`src/apet_pkg.sv`:
```
// Purpose: Constants, field layouts and carrier types for the auxiliary edge-timing block.
// Assumes: APB register access, one 25 MHz clock, 12-bit edge times in 5 ns steps.
// Notes: Register indices are word indices; the byte address is four times the index.
package apet_pkg;

  // ****************************************************************
  // Register map
  // ****************************************************************
  localparam logic [7:0] IDX_SR2_FALL_TIME_HI = 8'h57;
  localparam logic [7:0] IDX_SR2_FALL_EDGE_CFG = 8'h58;
  localparam logic [7:0] IDX_AUX_RISE_EDGE_TIME_HI = 8'h59;
  localparam logic [7:0] IDX_AUX_RISE_EDGE_CFG = 8'h5a;
  localparam logic [7:0] IDX_AUX_FALL_EDGE_TIME_HI = 8'h5b;
  localparam logic [7:0] IDX_AUX_FALL_EDGE_CFG = 8'h5c;
  localparam logic [7:0] IDX_OUT_DISABLE_CFG = 8'h5d;
  localparam logic [7:0] IDX_PERIOD_CFG = 8'h70;
  localparam logic [7:0] IDX_TIMING_STATUS = 8'h71;

  // ****************************************************************
  // Field positions and reset values
  // ****************************************************************
  localparam int CFG_REGULATE_AUX_BIT = 1;
  localparam int DIS_AUX_BIT = 7;
  localparam int DIS_LATCH_BIT = 0;
  localparam logic [7:0] REG8_RST = 8'h00;
  localparam logic [7:0] OUT_DISABLE_RST = 8'h80;
  localparam logic [11:0] PERIOD_RST = 12'hc80;
  localparam logic [11:0] EDGE_MAX = 12'hfff;

  // ****************************************************************
  // Timing
  // ****************************************************************
  localparam int EDGE_STEP_PS = 5000;
  localparam int CLK_PERIOD_PS = 40000;
  localparam logic [12:0] STEPS_PER_CLK = 13'(CLK_PERIOD_PS / EDGE_STEP_PS);

  // ****************************************************************
  // Carrier types
  // ****************************************************************
  typedef struct packed {
    logic [3:0] time_lo;
    logic mod_en;
    logic sign;
    logic [1:0] misc;
  } apet_edge_cfg_t;

  typedef struct packed {
    logic [7:0] sr2_hi;
    apet_edge_cfg_t sr2_cfg;
    logic [7:0] rise_hi;
    apet_edge_cfg_t rise_cfg;
    logic [7:0] fall_hi;
    apet_edge_cfg_t fall_cfg;
    logic [7:0] out_dis;
    logic [11:0] period;
  } apet_timing_t;

  localparam apet_timing_t TIMING_RST = '{
    sr2_hi: REG8_RST, sr2_cfg: REG8_RST, rise_hi: REG8_RST, rise_cfg: REG8_RST,
    fall_hi: REG8_RST, fall_cfg: REG8_RST, out_dis: OUT_DISABLE_RST, period: PERIOD_RST};

endpackage

```
`src/apet_top.sv`:
```
// Purpose: Edge timing for the auxiliary drive output and the second rectifier falling edge.
// Assumes: APB master per the protocol; loop modulation arrives on loop_mod_i in 5 ns steps.
// Notes: Edges resolve to one 40 ns clock; an edge fires in the clock whose 8-step span holds it.
//
// Local design decision: register access over APB.
`timescale 1ns/1ps
module apet_top
  import apet_pkg::*;
(
  input wire logic clk_i,
  input wire logic resetn_i,
  input wire logic psel_i,
  input wire logic penable_i,
  input wire logic pwrite_i,
  input wire logic [9:0] paddr_i,
  input wire logic [31:0] pwdata_i,
  input wire logic [3:0] pstrb_i,
  input wire logic [11:0] loop_mod_i,
  output logic [31:0] prdata_o,
  output logic pready_o,
  output logic pslverr_o,
  output logic auxiliary_drive_o,
  output logic rectifier2_fall_o,
  output logic period_start_o,
  output logic blank_sync_o,
  output logic regulate_aux_o
);

  // ****************************************************************
  // Helpers
  // ****************************************************************
  function automatic logic [11:0] eff_edge(input logic [7:0] hi, input apet_edge_cfg_t cfg,
                                           input logic allow, input logic [11:0] mod);
    logic [12:0] base;
    logic [12:0] sum;
    base = {1'b0, hi, cfg.time_lo};
    sum = base + {1'b0, mod};
    eff_edge = base[11:0];
    if (cfg.mod_en && allow) begin
      if (cfg.sign) begin
        eff_edge = sum[12] ? EDGE_MAX : sum[11:0];
      end else begin
        eff_edge = (base < {1'b0, mod}) ? 12'h000 : 12'(base - {1'b0, mod});
      end
    end
  endfunction

  function automatic logic edge_hit(input logic [11:0] edge_t, input logic [11:0] now);
    edge_hit = ({1'b0, edge_t} >= {1'b0, now}) && ({1'b0, edge_t} < ({1'b0, now} + STEPS_PER_CLK));
  endfunction

  function automatic logic idx_mapped(input logic [7:0] idx);
    idx_mapped = (idx >= IDX_SR2_FALL_TIME_HI && idx <= IDX_OUT_DISABLE_CFG) ||
                 idx == IDX_PERIOD_CFG || idx == IDX_TIMING_STATUS;
  endfunction

  // ****************************************************************
  // Reset release
  // ****************************************************************
  logic rst_meta_reg;
  logic rst_sync_reg;
  logic rst_n;

  always_ff @(posedge clk_i or negedge resetn_i) begin
    if (!resetn_i) begin
      rst_meta_reg <= 1'b0;
      rst_sync_reg <= 1'b0;
    end else begin
      rst_meta_reg <= 1'b1;
      rst_sync_reg <= rst_meta_reg;
    end
  end
  assign rst_n = rst_sync_reg;

  // ****************************************************************
  // APB slave
  // ****************************************************************
  // Every access gets exactly one wait state so that read data and error come from flip-flops.
  logic [7:0] idx;
  logic access;
  logic first_access;
  logic wr_fire;
  logic pready_reg;
  logic pslverr_reg;
  logic [31:0] prdata_reg;
  logic [31:0] rd_value;
  apet_timing_t shadow_reg;
  apet_timing_t shadow_next;
  apet_timing_t active_reg;
  logic latch_go;
  logic [11:0] time_reg;
  logic aux_reg;

  assign idx = paddr_i[9:2];
  assign access = psel_i && penable_i;
  assign first_access = access && !pready_reg;
  assign wr_fire = access && pready_reg && pwrite_i && !pslverr_reg;

  always_ff @(posedge clk_i or negedge rst_n) begin
    if (!rst_n) begin
      pready_reg <= 1'b0;
      pslverr_reg <= 1'b0;
    end else begin
      pready_reg <= first_access;
      pslverr_reg <= first_access && (!idx_mapped(idx) || paddr_i[1:0] != 2'b00);
    end
  end

  // Misc bits are stored and read back; only fall-edge misc bit 1 is used, as the regulate-with-aux select.
  always_comb begin
    rd_value = 32'h0000_0000;
    case (idx)
      IDX_SR2_FALL_TIME_HI: rd_value[7:0] = shadow_reg.sr2_hi;
      IDX_SR2_FALL_EDGE_CFG: rd_value[7:0] = shadow_reg.sr2_cfg;
      IDX_AUX_RISE_EDGE_TIME_HI: rd_value[7:0] = shadow_reg.rise_hi;
      IDX_AUX_RISE_EDGE_CFG: rd_value[7:0] = shadow_reg.rise_cfg;
      IDX_AUX_FALL_EDGE_TIME_HI: rd_value[7:0] = shadow_reg.fall_hi;
      IDX_AUX_FALL_EDGE_CFG: rd_value[7:0] = shadow_reg.fall_cfg;
      IDX_OUT_DISABLE_CFG: rd_value[7:0] = {shadow_reg.out_dis[7:1], 1'b0};
      IDX_PERIOD_CFG: rd_value[11:0] = shadow_reg.period;
      IDX_TIMING_STATUS: rd_value[13:0] = {aux_reg, regulate_aux_o, time_reg};
      default: rd_value = 32'h0000_0000;
    endcase
  end

  always_ff @(posedge clk_i or negedge rst_n) begin
    if (!rst_n) begin
      prdata_reg <= 32'h0000_0000;
    end else begin
      prdata_reg <= (first_access && !pwrite_i) ? rd_value : 32'h0000_0000;
    end
  end

  assign pready_o = pready_reg;
  assign pslverr_o = pslverr_reg;
  assign prdata_o = prdata_reg;

  // ****************************************************************
  // Shadow and active timing sets
  // ****************************************************************
  always_comb begin
    shadow_next = shadow_reg;
    if (wr_fire && pstrb_i[0]) begin
      case (idx)
        IDX_SR2_FALL_TIME_HI: shadow_next.sr2_hi = pwdata_i[7:0];
        IDX_SR2_FALL_EDGE_CFG: shadow_next.sr2_cfg = pwdata_i[7:0];
        IDX_AUX_RISE_EDGE_TIME_HI: shadow_next.rise_hi = pwdata_i[7:0];
        IDX_AUX_RISE_EDGE_CFG: shadow_next.rise_cfg = pwdata_i[7:0];
        IDX_AUX_FALL_EDGE_TIME_HI: shadow_next.fall_hi = pwdata_i[7:0];
        IDX_AUX_FALL_EDGE_CFG: shadow_next.fall_cfg = pwdata_i[7:0];
        IDX_OUT_DISABLE_CFG: shadow_next.out_dis = {pwdata_i[7:1], 1'b0};
        IDX_PERIOD_CFG: shadow_next.period[7:0] = pwdata_i[7:0];
        default: shadow_next = shadow_reg;
      endcase
    end
    if (wr_fire && pstrb_i[1] && idx == IDX_PERIOD_CFG) begin
      shadow_next.period[11:8] = pwdata_i[11:8];
    end
  end

  assign latch_go = wr_fire && pstrb_i[0] && idx == IDX_OUT_DISABLE_CFG && pwdata_i[DIS_LATCH_BIT];

  always_ff @(posedge clk_i or negedge rst_n) begin
    if (!rst_n) begin
      shadow_reg <= TIMING_RST;
    end else begin
      shadow_reg <= shadow_next;
    end
  end

  // The whole set moves at once on the latch write, not at a period start, so the period it lands in can mix old and new edges.
  always_ff @(posedge clk_i or negedge rst_n) begin
    if (!rst_n) begin
      active_reg <= TIMING_RST;
    end else if (latch_go) begin
      active_reg <= shadow_next;
    end
  end

  // ****************************************************************
  // Effective edge times
  // ****************************************************************
  logic regulate_aux;
  logic [11:0] rise_eff;
  logic [11:0] fall_eff;
  logic [11:0] sr2_eff;
  logic rise_hit;
  logic fall_hit;
  logic sr2_hit;
  logic aux_dis;
  logic wrap;
  logic aux_next;

  assign regulate_aux = active_reg.fall_cfg[CFG_REGULATE_AUX_BIT];
  // Loop modulation goes to the aux edges only in regulate-with-aux mode, else to the rectifier.
  assign rise_eff = eff_edge(active_reg.rise_hi, active_reg.rise_cfg, regulate_aux, loop_mod_i);
  assign fall_eff = eff_edge(active_reg.fall_hi, active_reg.fall_cfg, regulate_aux, loop_mod_i);
  assign sr2_eff = eff_edge(active_reg.sr2_hi, active_reg.sr2_cfg, !regulate_aux, loop_mod_i);
  assign rise_hit = edge_hit(rise_eff, time_reg);
  assign fall_hit = edge_hit(fall_eff, time_reg);
  assign sr2_hit = edge_hit(sr2_eff, time_reg);
  assign aux_dis = active_reg.out_dis[DIS_AUX_BIT];

  // ****************************************************************
  // Period time base
  // ****************************************************************
  // Time counts 5 ns steps, eight per clock; an edge past the 8-step span of the last clock before wrap never fires.
  assign wrap = ({1'b0, time_reg} + STEPS_PER_CLK) >= {1'b0, active_reg.period};

  always_ff @(posedge clk_i or negedge rst_n) begin
    if (!rst_n) begin
      time_reg <= 12'h000;
      period_start_o <= 1'b0;
    end else begin
      time_reg <= wrap ? 12'h000 : 12'(time_reg + STEPS_PER_CLK[11:0]);
      period_start_o <= wrap;
    end
  end

  // ****************************************************************
  // Outputs
  // ****************************************************************
  // A fall in the same clock as the rise wins, giving a zero-width pulse rather than a stuck high.
  always_comb begin
    aux_next = aux_reg;
    if (aux_dis) begin
      aux_next = 1'b0;
    end else if (fall_hit) begin
      aux_next = 1'b0;
    end else if (rise_hit) begin
      aux_next = 1'b1;
    end
  end

  always_ff @(posedge clk_i or negedge rst_n) begin
    if (!rst_n) begin
      aux_reg <= 1'b0;
      rectifier2_fall_o <= 1'b0;
      blank_sync_o <= 1'b0;
      regulate_aux_o <= 1'b0;
    end else begin
      aux_reg <= aux_next;
      rectifier2_fall_o <= sr2_hit;
      blank_sync_o <= regulate_aux ? (aux_next && !aux_reg) : wrap;
      regulate_aux_o <= regulate_aux;
    end
  end
  assign auxiliary_drive_o = aux_reg;

  // ****************************************************************
  // Checks
  // ****************************************************************
  logic [11:0] rise_base;
  logic [11:0] fall_base;
  logic [11:0] sr2_base;
  logic chk_en_reg;
  assign rise_base = {active_reg.rise_hi, active_reg.rise_cfg.time_lo};
  assign fall_base = {active_reg.fall_hi, active_reg.fall_cfg.time_lo};
  assign sr2_base = {active_reg.sr2_hi, active_reg.sr2_cfg.time_lo};

  // Checks start one clock after reset release, because at the releasing edge the flops still see reset.
  always_ff @(posedge clk_i or negedge rst_n) begin
    if (!rst_n) begin
      chk_en_reg <= 1'b0;
    end else begin
      chk_en_reg <= 1'b1;
    end
  end
endmodule

```
`config.mk`:
```
export PLATFORM = sky130hd
export DESIGN_NAME = apet_top
export DESIGN_NICKNAME = d
export VERILOG_FILES = /design/src/apet_pkg.sv /design/src/apet_top.sv
export SDC_FILE = /design/constraint.sdc
export NUM_CORES = 1
export LEC_CHECK = 0
export BUFFER_PORTS_ARGS = -buffer_cell sky130_fd_sc_hd__buf_2
export CAP_MARGIN = 0
export CORE_ASPECT_RATIO = 0.9
export CORE_MARGIN = 10
export CORE_UTILIZATION = 61
export CTS_CLUSTER_DIAMETER = 60
export CTS_CLUSTER_SIZE = 14
export DETAILED_ROUTE_END_ITERATION = 16
export MAX_ROUTING_LAYER = met4
export PLACE_DENSITY = 0.81
export SETUP_SLACK_MARGIN = 0.05
export SLEW_MARGIN = 20
export SYNTH_ARGS = -nofsm -noshare
export SYNTH_HDL_FRONTEND = slang
export SYNTH_SLANG_ARGS = --single-unit
```
`constraint.sdc`:
```
create_clock -name clk_i -period 5.8 [get_ports clk_i]
set_input_delay 1.16 -clock clk_i [delete_from_list [all_inputs] [get_ports clk_i]]
set_output_delay 1.16 -clock clk_i [all_outputs]
set_load 0.03 [all_outputs]
```
-- After elaboration in Yosys (flattened, before gate mapping)
Cells that the tools add are included.
- memories: 0
- flip-flop bits (word level): 167
- latch bits: 0
- memory bits (writable): 0
- bits in read-only memories: 0
- word-level logic and storage cells: 135
- output and inout port bits: 39
- add/subtract/negate cells: 8
- bitwise logic cells: 0
- shift-type cells: 0
- divide/modulo/power cells: 0
- reduce and logical (&&, ||, !) cells: 32
- multipliers: 0
- equal/unequal tests: 9
- order comparisons: 12
- muxes and demuxes: 31
- operators with widths (operator ; number):
    $mux 12 ; 13
    $eq 8x7->1 const B ; 9
    $pmux 8 s9 ; 1
    $mux 68 ; 1
    $mux 8 ; 8
    $add 12x12->13 ; 3
    $lt 12x13->1 ; 3
    $ge 12x12->1 ; 3
    $lt 12x12->1 ; 3
    $sub 12x12->12 ; 3
    $logic_and 1x1->1 ; 20
    $mux 14 ; 1
    $add 12x4->13 const B ; 1
    $ge 13x12->1 ; 1
    $add 12x4->12 const B ; 1
    $ge 8x7->1 const B ; 1
    $le 8x7->1 const B ; 1
    $pmux 4 s2 ; 1
    $logic_not 1->1 ; 6
    $mux 1 ; 4
    $mux 4 ; 1
    $reduce_and 2->1 ; 2
    $logic_or 1x1->1 ; 3
    $mux 2 ; 1
    $reduce_bool 2->1 ; 1

-- Longest topological paths before layout
Gate-level depths: netlist (run 1).
- depth in word-level cells: 11
- mapped depth: 21

-- Worst setup path before layout (run 1)
No wires, ideal clock.
- path type: input port to flip-flop
- from: input loop_mod_i[3]
- to: register blank_sync_o
- arrival time: 4.559 ns
- stages on the path: 20
- buffers on the path: 2
- data required time: 5.668 ns
- library setup time: 0.132 ns
- path slack: 1.109 ns
- cells stage by stage: inv_1 > ha_1 > buf_6 > or3_1 > o211ai_2 > a221oi_2 > o311ai_4 > buf_6 > o2bb2ai_2 > mux2_2 > o31ai_2 > ha_1 > o21a_1 > o21ai_0 > nand2b_1 > a211oi_1 > o21ai_0 > a21o_1 > nand3_1 > o32ai_1
- word-level cells in the longest chain between the ends: 11
- elaborated cells on any way between the ends: 25
- classes of those cells: 4 x add/sub; 6 x order compare; 12 x mux; 3 x reduce/logical
- ends and longest elaborated chain (what ; RTL line ; text):
    from (decl) ; apet_top.sv:18 ; input wire logic [11:0] loop_mod_i,
    $add 12x12->13, or another cell as far along ; apet_top.sv:37 ; sum = base + {1'b0, mod};
    $mux 12 (on tied branches) ; apet_top.sv:41, apet_top.sv:43 ;
    $mux 12 ; apet_top.sv:40 ; if (cfg.sign) begin
    $mux 12 ; apet_top.sv:39 ; if (cfg.mod_en && allow) begin
    $lt 12x13->1 or $ge 12x12->1 (tied branches) ; apet_top.sv:49 ; edge_hit = ({1'b0, edge_t} >= {1'b0, now}) && ({1'b0, edge_t} < ({1'b0, now} + STEPS_PER_CLK));
    $logic_and 1x1->1 ; apet_top.sv:49 ;
    $mux 1 ; apet_top.sv:230 ; end else if (rise_hit) begin
    $mux 1 (*) ; apet_top.sv:228 ; end else if (fall_hit) begin
    $mux 1 (*) ; apet_top.sv:226 ; if (aux_dis) begin
    $logic_and 1x1->1 (*) ; apet_top.sv:244 ; blank_sync_o <= regulate_aux ? (aux_next && !aux_reg) : wrap;
    $mux 1 (*) ; apet_top.sv:244 ;
    to (signal assigned) ; apet_top.sv:244 ;
    to (decl) ; apet_top.sv:25 ; output logic blank_sync_o,
Mark *: on every way between the ends. The rest lies on a longest branch, timed or not.
A chain may end at the register's enable or synchronous reset.

-- Final worst setup path (run 1)
- from: input loop_mod_i[0]
- to: register blank_sync_o
- word-level cells in the longest chain between the ends: 11
- elaborated cells on any way between the ends: 25
- classes of those cells: 4 x add/sub; 6 x order compare; 12 x mux; 3 x reduce/logical
- ends and longest elaborated chain (what ; RTL line ; text):
    $sub 12x12->12, or another cell as far along ; apet_top.sv:43 ; eff_edge = (base < {1'b0, mod}) ? 12'h000 : 12'(base - {1'b0, mod});
    $mux 12 (on tied branches) ; apet_top.sv:43, apet_top.sv:41 ;
    $mux 12 ; apet_top.sv:40 ;
    $mux 12 ; apet_top.sv:39 ;
    $lt 12x13->1 or $ge 12x12->1 (tied branches) ; apet_top.sv:49 ;
    $logic_and 1x1->1 ; apet_top.sv:49 ;
    $mux 1 ; apet_top.sv:230 ;
    $mux 1 (*) ; apet_top.sv:228 ;
    $mux 1 (*) ; apet_top.sv:226 ;
    $logic_and 1x1->1 (*) ; apet_top.sv:244 ;
    $mux 1 (*) ; apet_top.sv:244 ;
Marks and branches as above.

==> flow_summary.ini, run 1 <==
[sta]
fmax_ghz = 0.1938
skew_ns = 0.009826
layout_min_cycle_time_ns = 5.161
slew_viol_final = 0
tightestPinTransition_ns = 1.002
final-setup-viol-count = 0
relSlewSlack_pct = 33.19
rsz0062_at_grt = no
setup_tns_ns = 0
hold_violations = 0
min_period_over_period_pct = 88.98

[setup_path]
startpoint_type = input port
crit_type = in2reg
path_max_fanout = 6
arrival_ns = 5.48
cp-end-kind = flop
cp.required_ns = 6.12

[finish]
nets = 1439
final_common_cell = dfrtp_1
final_core_util_pct = 67.60
largest_reg_flops = 67
num_antenna_cells = 0
syn_to_final_growth_pct = 8.777
final_cells = 1492
drive_gt1_share_pct = 19.97
final_cell_mix = dfrtp_1, ha_1, nor2_1, mux2_2, inv_1

[clocking]
clk_pin_slew_ns = 0.06
numCtsBuffers = 17
post_cts.repair.setup_buffers = 0
insertion_delay_ns = 0.43
cts.sinks = 155
cts_tree = built
cts_hold_buf = 0
ctsHtreeMaxLevel = 4
cts_resized = 0
cts_root_buf = clkbuf_16
clock_path_buffers = 2

[route]
dr.pass1.iters = 6
vias = 9580
ant_nets = 0
post_drt_wl_per_cell_um = 21.66
wirelength_um = 32310
drc = 0
vias_per_cell = 6.421
drt_iter0_markers = 1054

[grt]
grt_max_degree = 81
grtUsageMet2_pct = 40.24
grt_pass1_wl_um = 50260
overflow = 0
grt_antenna_before_repair = 0
grt_use_met3_pct = 5.023
grt_pass1_vias = 9156
use_met1_pct = 34.77
track_usage_pct = 26.47
busiest_layer = met2

[logic_synthesis]
syn-mean-instance-area_um2 = 9.709
synth-seq-cells = 155
synth-compound-area-share_pct = 19.61
yosys-mux-area-fraction_pct = 10.91
syn_inst = 1182
synthSimpleGateAreaFrac_pct = 13.17
synthXorXnorAreaFrac_pct = 0.9922
synth_edf_count = 0
ys.flop_type = dfrtp_1
synth_cell_types = 81
synth_top_family_by_area = compound AO/OA/AOI/OAI gates
synth_area_um2 = 11480
yosys_warnings = 0
async_reset_ff_share_pct = 100.0
seq_area_frac_synth_pct = 33.89
synth-adder-area-share_pct = 15.87

[floorplan]
die_y_um = 150.1
die_w_um = 164.6
io_pins = 102
start_util_pct = 62.15
core-area_um2 = 18470
rows = 47
dieArea_um2 = 24710

[placement]
place.gp.congestion = 0.9786
placed_cells = 1460
io_buffers = 61
place.detailed.hpwl_um = 24270

[worst_hold_path]
hold_path.class = reg2reg

[pwr]
total_power_uw = 2375
ir_worst_vdd_mv = 0.2342
powerDensity_nw_per_um2 = 190.2
cellLeakagePower_uw = 0.006228

[status]
status = finished, final reports clean

[job]
maxCapViolCount = 0
==> power breakdown <==
| part | total [uW] | internal (uW) | switching [uW] |
|---|---|---|---|
| clock | 1110 | 636 | 470 |
| combinational | 174 | 53.4 | 121 |
| sequential | 1090 | 1080 | 11.0 |
==> cells in the mapped netlist, types with 14 or more instances <==
cell type / number / area [um^2]
nor2b_1: 31 / 193.9
clkbuf_1: 20 / 75.07
a21oi_1: 69 / 345.3
ha_1: 136 / 1702
mux2_2: 105 / 1182
nand3_1: 17 / 85.08
a21o_1: 14 / 105.1
inv_1: 72 / 270.3
o21a_1: 18 / 135.1
a22o_1: 19 / 166.4
o21ai_0: 53 / 265.3
buf_4: 21 / 157.7
nand2_1: 51 / 191.4
nor2_1: 108 / 405.4
nor3_1: 30 / 150.1
dfrtp_1: 147 / 3679
nand2b_1: 18 / 112.6
==> metal layers <==
metal	part of all wire [%]	vias up
met5	0	-
met4	3.1	0
met3	9.0	80
met2	46	464
met1	42	4647
li1	-	4389
==> path summary, 6_finish.rpt <==
| kind | start | end | slack [ns] | cells after the start |
|---|---|---|---|---|
| max | loop_mod_i[0] | blank_sync_o | 0.64 | 19 |
| min | rst_meta_reg | rst_n | 0.36 | 0 |
| max reg2reg | active_reg[40] | blank_sync_o | 1.16 | 18 |
| min reg2reg | rst_meta_reg | rst_n | 0.36 | 0 |
| max in group asynchronous | rst_n | shadow_reg[46] | 3.75 | 1 |
| min in group asynchronous | rst_n | active_reg[59] | 0.49 | 0 |
==> stage by stage <==
stage	instance area, um^2	setup slack (ns)	hold WS [ns]
after detailed placement	11910	0.2376	0.3420
after floorplan	11540	1.109	0.3312
final	12480	0.6389	0.3555
after CTS	12480	0.6817	0.3560
after global routing	12480	0.3739	0.3582
after global placement	11910	0.3935	0.3385
==> worst max-delay path, cell delays in order <==
cell and delay [ns]:
buf_2 0.15, ha_1 0.25, fa_1 0.38, a21oi_1 0.32, o211ai_2 0.18, a221oi_2 0.50, o311ai_4 0.18, o32ai_1 0.29
mux2_2 0.20, o31ai_2 0.09, ha_1 0.32, nand2b_1 0.07, a21o_1 0.18, a21o_1 0.17, a211oi_1 0.25, o21ai_0 0.14
o2111ai_1 0.12, nand3_1 0.18, o32ai_1 0.35
==> cells by family (layout without fill, tap and decap cells) <==
logic type | count (synthesis) | in the layout
mux | 112 | 112
simple gates | 306 | 306
xor+xnor | 13 | 13
fa+ha+maj | 142 | 142
buf+inv | 132 | 180
other cells | 2 | 19
compound gates | 320 | 320
flops | 155 | 155
==> final cells by class <==
cell class | count | area (um^2)
Clock buffer | 19 | 432.9
Sequential cell | 155 | 3892
Inverter | 73 | 274.0
Fill cell | 1441 | 5982
Clock inverter | 13 | 142.6
Tap cell | 245 | 306.5
Multi-Input combinational cell | 912 | 7024
Timing Repair Buffer | 75 | 410.4
Power figures use the tool's default switching activity.
==> inputs of run 2 (changes only) <==
Settings changed: REMOVE_ABC_BUFFERS from default to 1.
==> flow_summary.ini, run 2 (same netlist as run 1, synthesis figures left out) <==
[placement]
place_area_um2 = 11930
pre_cts_slack_ns = 0.2685
io_buffers = 61
place.gp.congestion = 0.9671
place.detailed.hpwl_um = 24520

[route]
post_drt_wl_per_cell_um = 21.70
drc = 0
vias_per_cell = 6.414
wirelength_um = 32460
ant_nets = 0
vias = 9596
drt_iter0_markers = 886
dr.pass1.iters = 7

[sta]
fmax_ghz = 0.1932
slew_viol_final = 0
relSlewSlack_pct = 42.00
tightestPinTransition_ns = 0.8700
setup_tns_ns = 0
final-setup-viol-count = 0
hold_violations = 0
skew_ns = 0.008243
rsz0062_at_grt = no
layout_min_cycle_time_ns = 5.176
setup_ws_ns = 0.6239
min_period_over_period_pct = 89.24

[finish]
syn_to_final_growth_pct = 8.962
fillers = 1451
design_area_um2 = 12500
nets = 1442
drive_gt1_share_pct = 20.32
final_common_cell = dfrtp_1
final_cell_mix = dfrtp_1, ha_1, nor2_1, mux2_2, inv_1
largest_reg_flops = 67

[setup_path]
cp-end-kind = flop
path_delay_family = compound AO/OA/AOI/OAI gates
arrival_ns = 5.50
crit_buf_inv = 1
path_depth = 19
path_cells = buf_2 > ha_1 > fa_1 > a21oi_1 > o211ai_2 > a221oi_2 > o311ai_4 > o32ai_1 > mux2_2 > o31ai_2 > ha_1 > nand2b_1 > a21o_1 > a21o_1 > a211oi_1 > o21ai_0 > o2111ai_1 > nand3_1 > o32ai_1
crit_path_max_incr_delay_ns = 0.49
crit_type = in2reg
cp.required_ns = 6.12
path_max_fanout = 6
r2r_cells = 18
startpoint_type = input port
cpMaxStageDelayCell = a221oi_2

[clocking]
clock_path_buffers = 2
cts_resized = 0
cts.sinks = 155
insertion_delay_ns = 0.42
numCtsBuffers = 17
cts_root_buf = clkbuf_16
cts_hold_buf = 0
post_cts.repair.setup_buffers = 0
ctsHtreeMaxLevel = 4
clk_pin_slew_ns = 0.06
cts_tree = built

[grt]
grt_pass1_wl_um = 50650
grt_pass1_vias = 9396
overflow = 0
grtUsageMet2_pct = 42.32
grt_use_met3_pct = 5.597
grt_antenna_before_repair = 1
track_usage_pct = 26.78
grt_max_degree = 77
busiest_layer = met2
use_met1_pct = 33.92

[pwr]
powerDensity_nw_per_um2 = 187.2
cellLeakagePower_uw = 0.006246
ir_worst_vdd_mv = 0.1926

[floorplan]
die_y_um = 150.1
dieArea_um2 = 24710
rows = 47
io_pins = 102
start_util_pct = 62.15
die_w_um = 164.6
core-area_um2 = 18470

[job]
maxCapViolCount = 0

[worst_hold_path]
hold_path.class = reg2async

[status]
status = finished, final reports clean
## run 2: path summary, 6_finish.rpt
path                                      from              to  slack, ns
worst max-delay path             loop_mod_i[0]    blank_sync_o       0.62
worst min-delay path                     rst_n  shadow_reg[52]       0.33
worst max register to register  active_reg[40]    blank_sync_o       1.14
worst min register to register           rst_n  shadow_reg[52]       0.33
max in group asynchronous                rst_n   active_reg[9]       4.31
min in group clk_i                rst_meta_reg           rst_n       0.35
## run 2: area by class of cell
class	instances	area, um^2	area share, %
multi-input cells	912	7024	56.17
inverters	73	274.0	2.191
clock inverters	13	118.9	0.9506
diodes	1	2.502	0.02001
clock buffers	19	452.9	3.622
well taps	245	306.5	2.451
repair buffers	78	432.9	3.462
flip-flops and latches	155	3892	31.13
## run 2: power by group
| part | switching [uW] | internal, uW | total [uW] |
|---|---|---|---|
| clock | 455 | 614 | 1070 |
| sequential | 7.12 | 1080 | 1090 |
| combinational | 126 | 54.8 | 181 |
## run 2: stage by stage
step | hold WS [ns] | util, % | instances | power [uW]
2_1_floorplan | 0.3312 | - | 1140 | 1221
3_3_place_gp | 0.3350 | 64.61 | 1463 | 1283
3_5_place_dp | 0.3365 | 64.61 | 1463 | 1287
4_1_cts | 0.3437 | 67.71 | 1495 | 2342
5_1_grt | 0.3756 | 67.72 | 1496 | 2411
6_report | 0.3270 | 67.72 | 1496 | 2341
## run 2: layer usage
layer,up-vias,part of all wire (%)
li1,4404,-
met1,4656,41
met2,474,47
met3,62,9.5
met4,0,2.5
met5,-,0
==> inputs of run 3 (changes only) <==
Settings changed: MAX_ROUTING_LAYER met4 to default, REMOVE_ABC_BUFFERS 1 to default, SETUP_SLACK_MARGIN 0.05 to 0.5.
==> flow_summary.ini, run 3 (same netlist as run 1, synthesis figures left out) <==
[pwr]
cellLeakagePower_uw = 0.006274
sw_frac_of_total_pct = 22.91
powerDensity_nw_per_um2 = 198.2
p_sw_uw = 571.9
p_seq_share_pct = 43.8
total_power_uw = 2496
combPwrFrac_pct = 7.2
ir_worst_vdd_mv = 0.2322
p_int_uw = 1924
pwr-share-clk_pct = 49.1

[setup_path]
cpMaxStageDelayCell = a221oi_1
startpoint_type = input port
crit_type = in2reg
path_cells = buf_2 > inv_1 > ha_1 > nand2b_1 > a221oi_1 > o41ai_2 > o41ai_1 > o21a_2 > nor3_1 > o22ai_1 > a22o_1 > ha_1 > nand2b_1 > a21o_1 > a21o_1 > a21oi_1 > nor3_1 > nor4_1 > a2bb2oi_1 > o32ai_1
cp.required_ns = 6.07
cp-end-kind = flop
arrival_ns = 5.38
crit_path_max_incr_delay_ns = 0.51
path_max_fanout = 13

[sta]
slew_viol_final = 0
min_period_over_period_pct = 88.07
skew_ns = 0.009087
fmax_ghz = 0.1958
hold_violations = 0
relSlewSlack_pct = 47.56
layout_min_cycle_time_ns = 5.108
final-setup-viol-count = 0
rsz0062_at_grt = no
holdWs_ns = 0.3528
setup_tns_ns = 0
tightestPinTransition_ns = 0.7813
setup_ws_ns = 0.6921

[grt]
overflow = 0
track_usage_pct = 25.21
grt_max_degree = 64
grt_pass1_wl_um = 49370
grt_pass1_vias = 9010
grt_antenna_before_repair = 1

[route]
drc = 0
wirelength_um = 31680
vias = 9555
ant_nets = 0
vias_per_cell = 6.400
drt_iter0_markers = 1022
post_drt_wl_per_cell_um = 21.22
dr.pass1.iters = 8

[placement]
place.gp.congestion = 0.9441
io_buffers = 61
pre_cts_slack_ns = 0.2499
place.detailed.hpwl_um = 24360

[job]
maxCapViolCount = 0

[clocking]
numCtsBuffers = 17
clk_pin_slew_ns = 0.06
post_cts.repair.setup_buffers = 0
cts_root_buf = clkbuf_16
ctsHtreeMaxLevel = 4
insertion_delay_ns = 0.42
clock_path_buffers = 2
cts.sinks = 155
cts_tree = built
cts_hold_buf = 0

[finish]
largest_reg_flops = 67
final_common_cell = dfrtp_1
final_cell_mix = dfrtp_1, ha_1, nor2_1, mux2_2, inv_1
multi_input_area_um2 = 7053
syn_to_final_growth_pct = 9.758
seq_area_um2 = 3892
num_antenna_cells = 0
fillers = 1385
nets = 1440
final_core_util_pct = 68.21
drive_gt1_share_pct = 20.27

[floorplan]
core-area_um2 = 18470
die_y_um = 150.1
die_w_um = 164.6
rows = 47
io_pins = 102
dieArea_um2 = 24710
start_util_pct = 62.15

[status]
status = finished, final reports clean

[worst_hold_path]
hold_path.class = reg2reg
## run 3: cell count changes in the layout (fill, tap and decap cells not counted), moves of 2 or more
| cell | before | now |
|---|---|---|
| clkbuf_1 | 0 | 2 |
| ha_2 | 0 | 2 |
| buf_4 | 17 | 15 |
| bufinv_16 | 1 | 5 |
| clkinv_4 | 4 | 1 |
| ha_1 | 136 | 134 |
## run 3: area by class of cell
cell class / count / share of cell area, %
sequential: 155 / 30.90
timing repair buffer: 76 / 3.318
tap: 245 / 2.434
multi-input combinational: 912 / 55.99
clock inverter: 11 / 1.520
inverter: 73 / 2.175
clock buffer: 21 / 3.656
## run 3: metrics by stage
stage                     cell area (um^2)  cells
after floorplan                      11540   1199
after global routing                 12600   1493
after CTS                            12570   1493
final                                12600   1493
after detailed placement             11920   1461
after global placement               11920   1461
## run 3: power groups by stage
stage                     registers, uW  logic (uW)  clock network [uW]
after detailed placement           1110         173                   0
after CTS                          1090         174                1230
after global routing               1090         195                1280
after global placement             1110         169                   0
final                              1090         179                1220
after floorplan                    1120         114                   0
## run 3: path summary, 6_finish.rpt
kind	start	to	slack (ns)	depth (start not counted)
max in group asynchronous	rst_n	shadow_reg[32]	4.19	1
worst min register to register	rst_meta_reg	rst_n	0.35	0
min in group asynchronous	rst_n	active_reg[62]	0.38	0
worst max-delay path	loop_mod_i[2]	blank_sync_o	0.69	20
worst max register to register	active_reg[26]	blank_sync_o	1.27	18
worst min-delay path	rst_meta_reg	rst_n	0.35	0
## run 3: worst max-delay path, delay by kind of cell
family	cells	cell delay (ns)
compound gates	11	2.77
simple gates	5	0.69
fa+ha+maj	2	0.53
buf+inv	2	0.24
## run 3: layer usage
metal	vias to the layer above	GRT usage, %	wire length [um]
met5	-	0	0
met2	429	39.60	14590
met3	88	5.051	2644
met1	4631	34.11	13390
li1	4407	-	-
met4	0	8.496	1053
## run 3: repair_timing
| item | in CTS | in global routing |
|---|---|---|
| setup endpoints to repair | 0 | 3 |
| resized for setup | 0 | 5 |
| endpoints found under the hold margin | 0 | 0 |
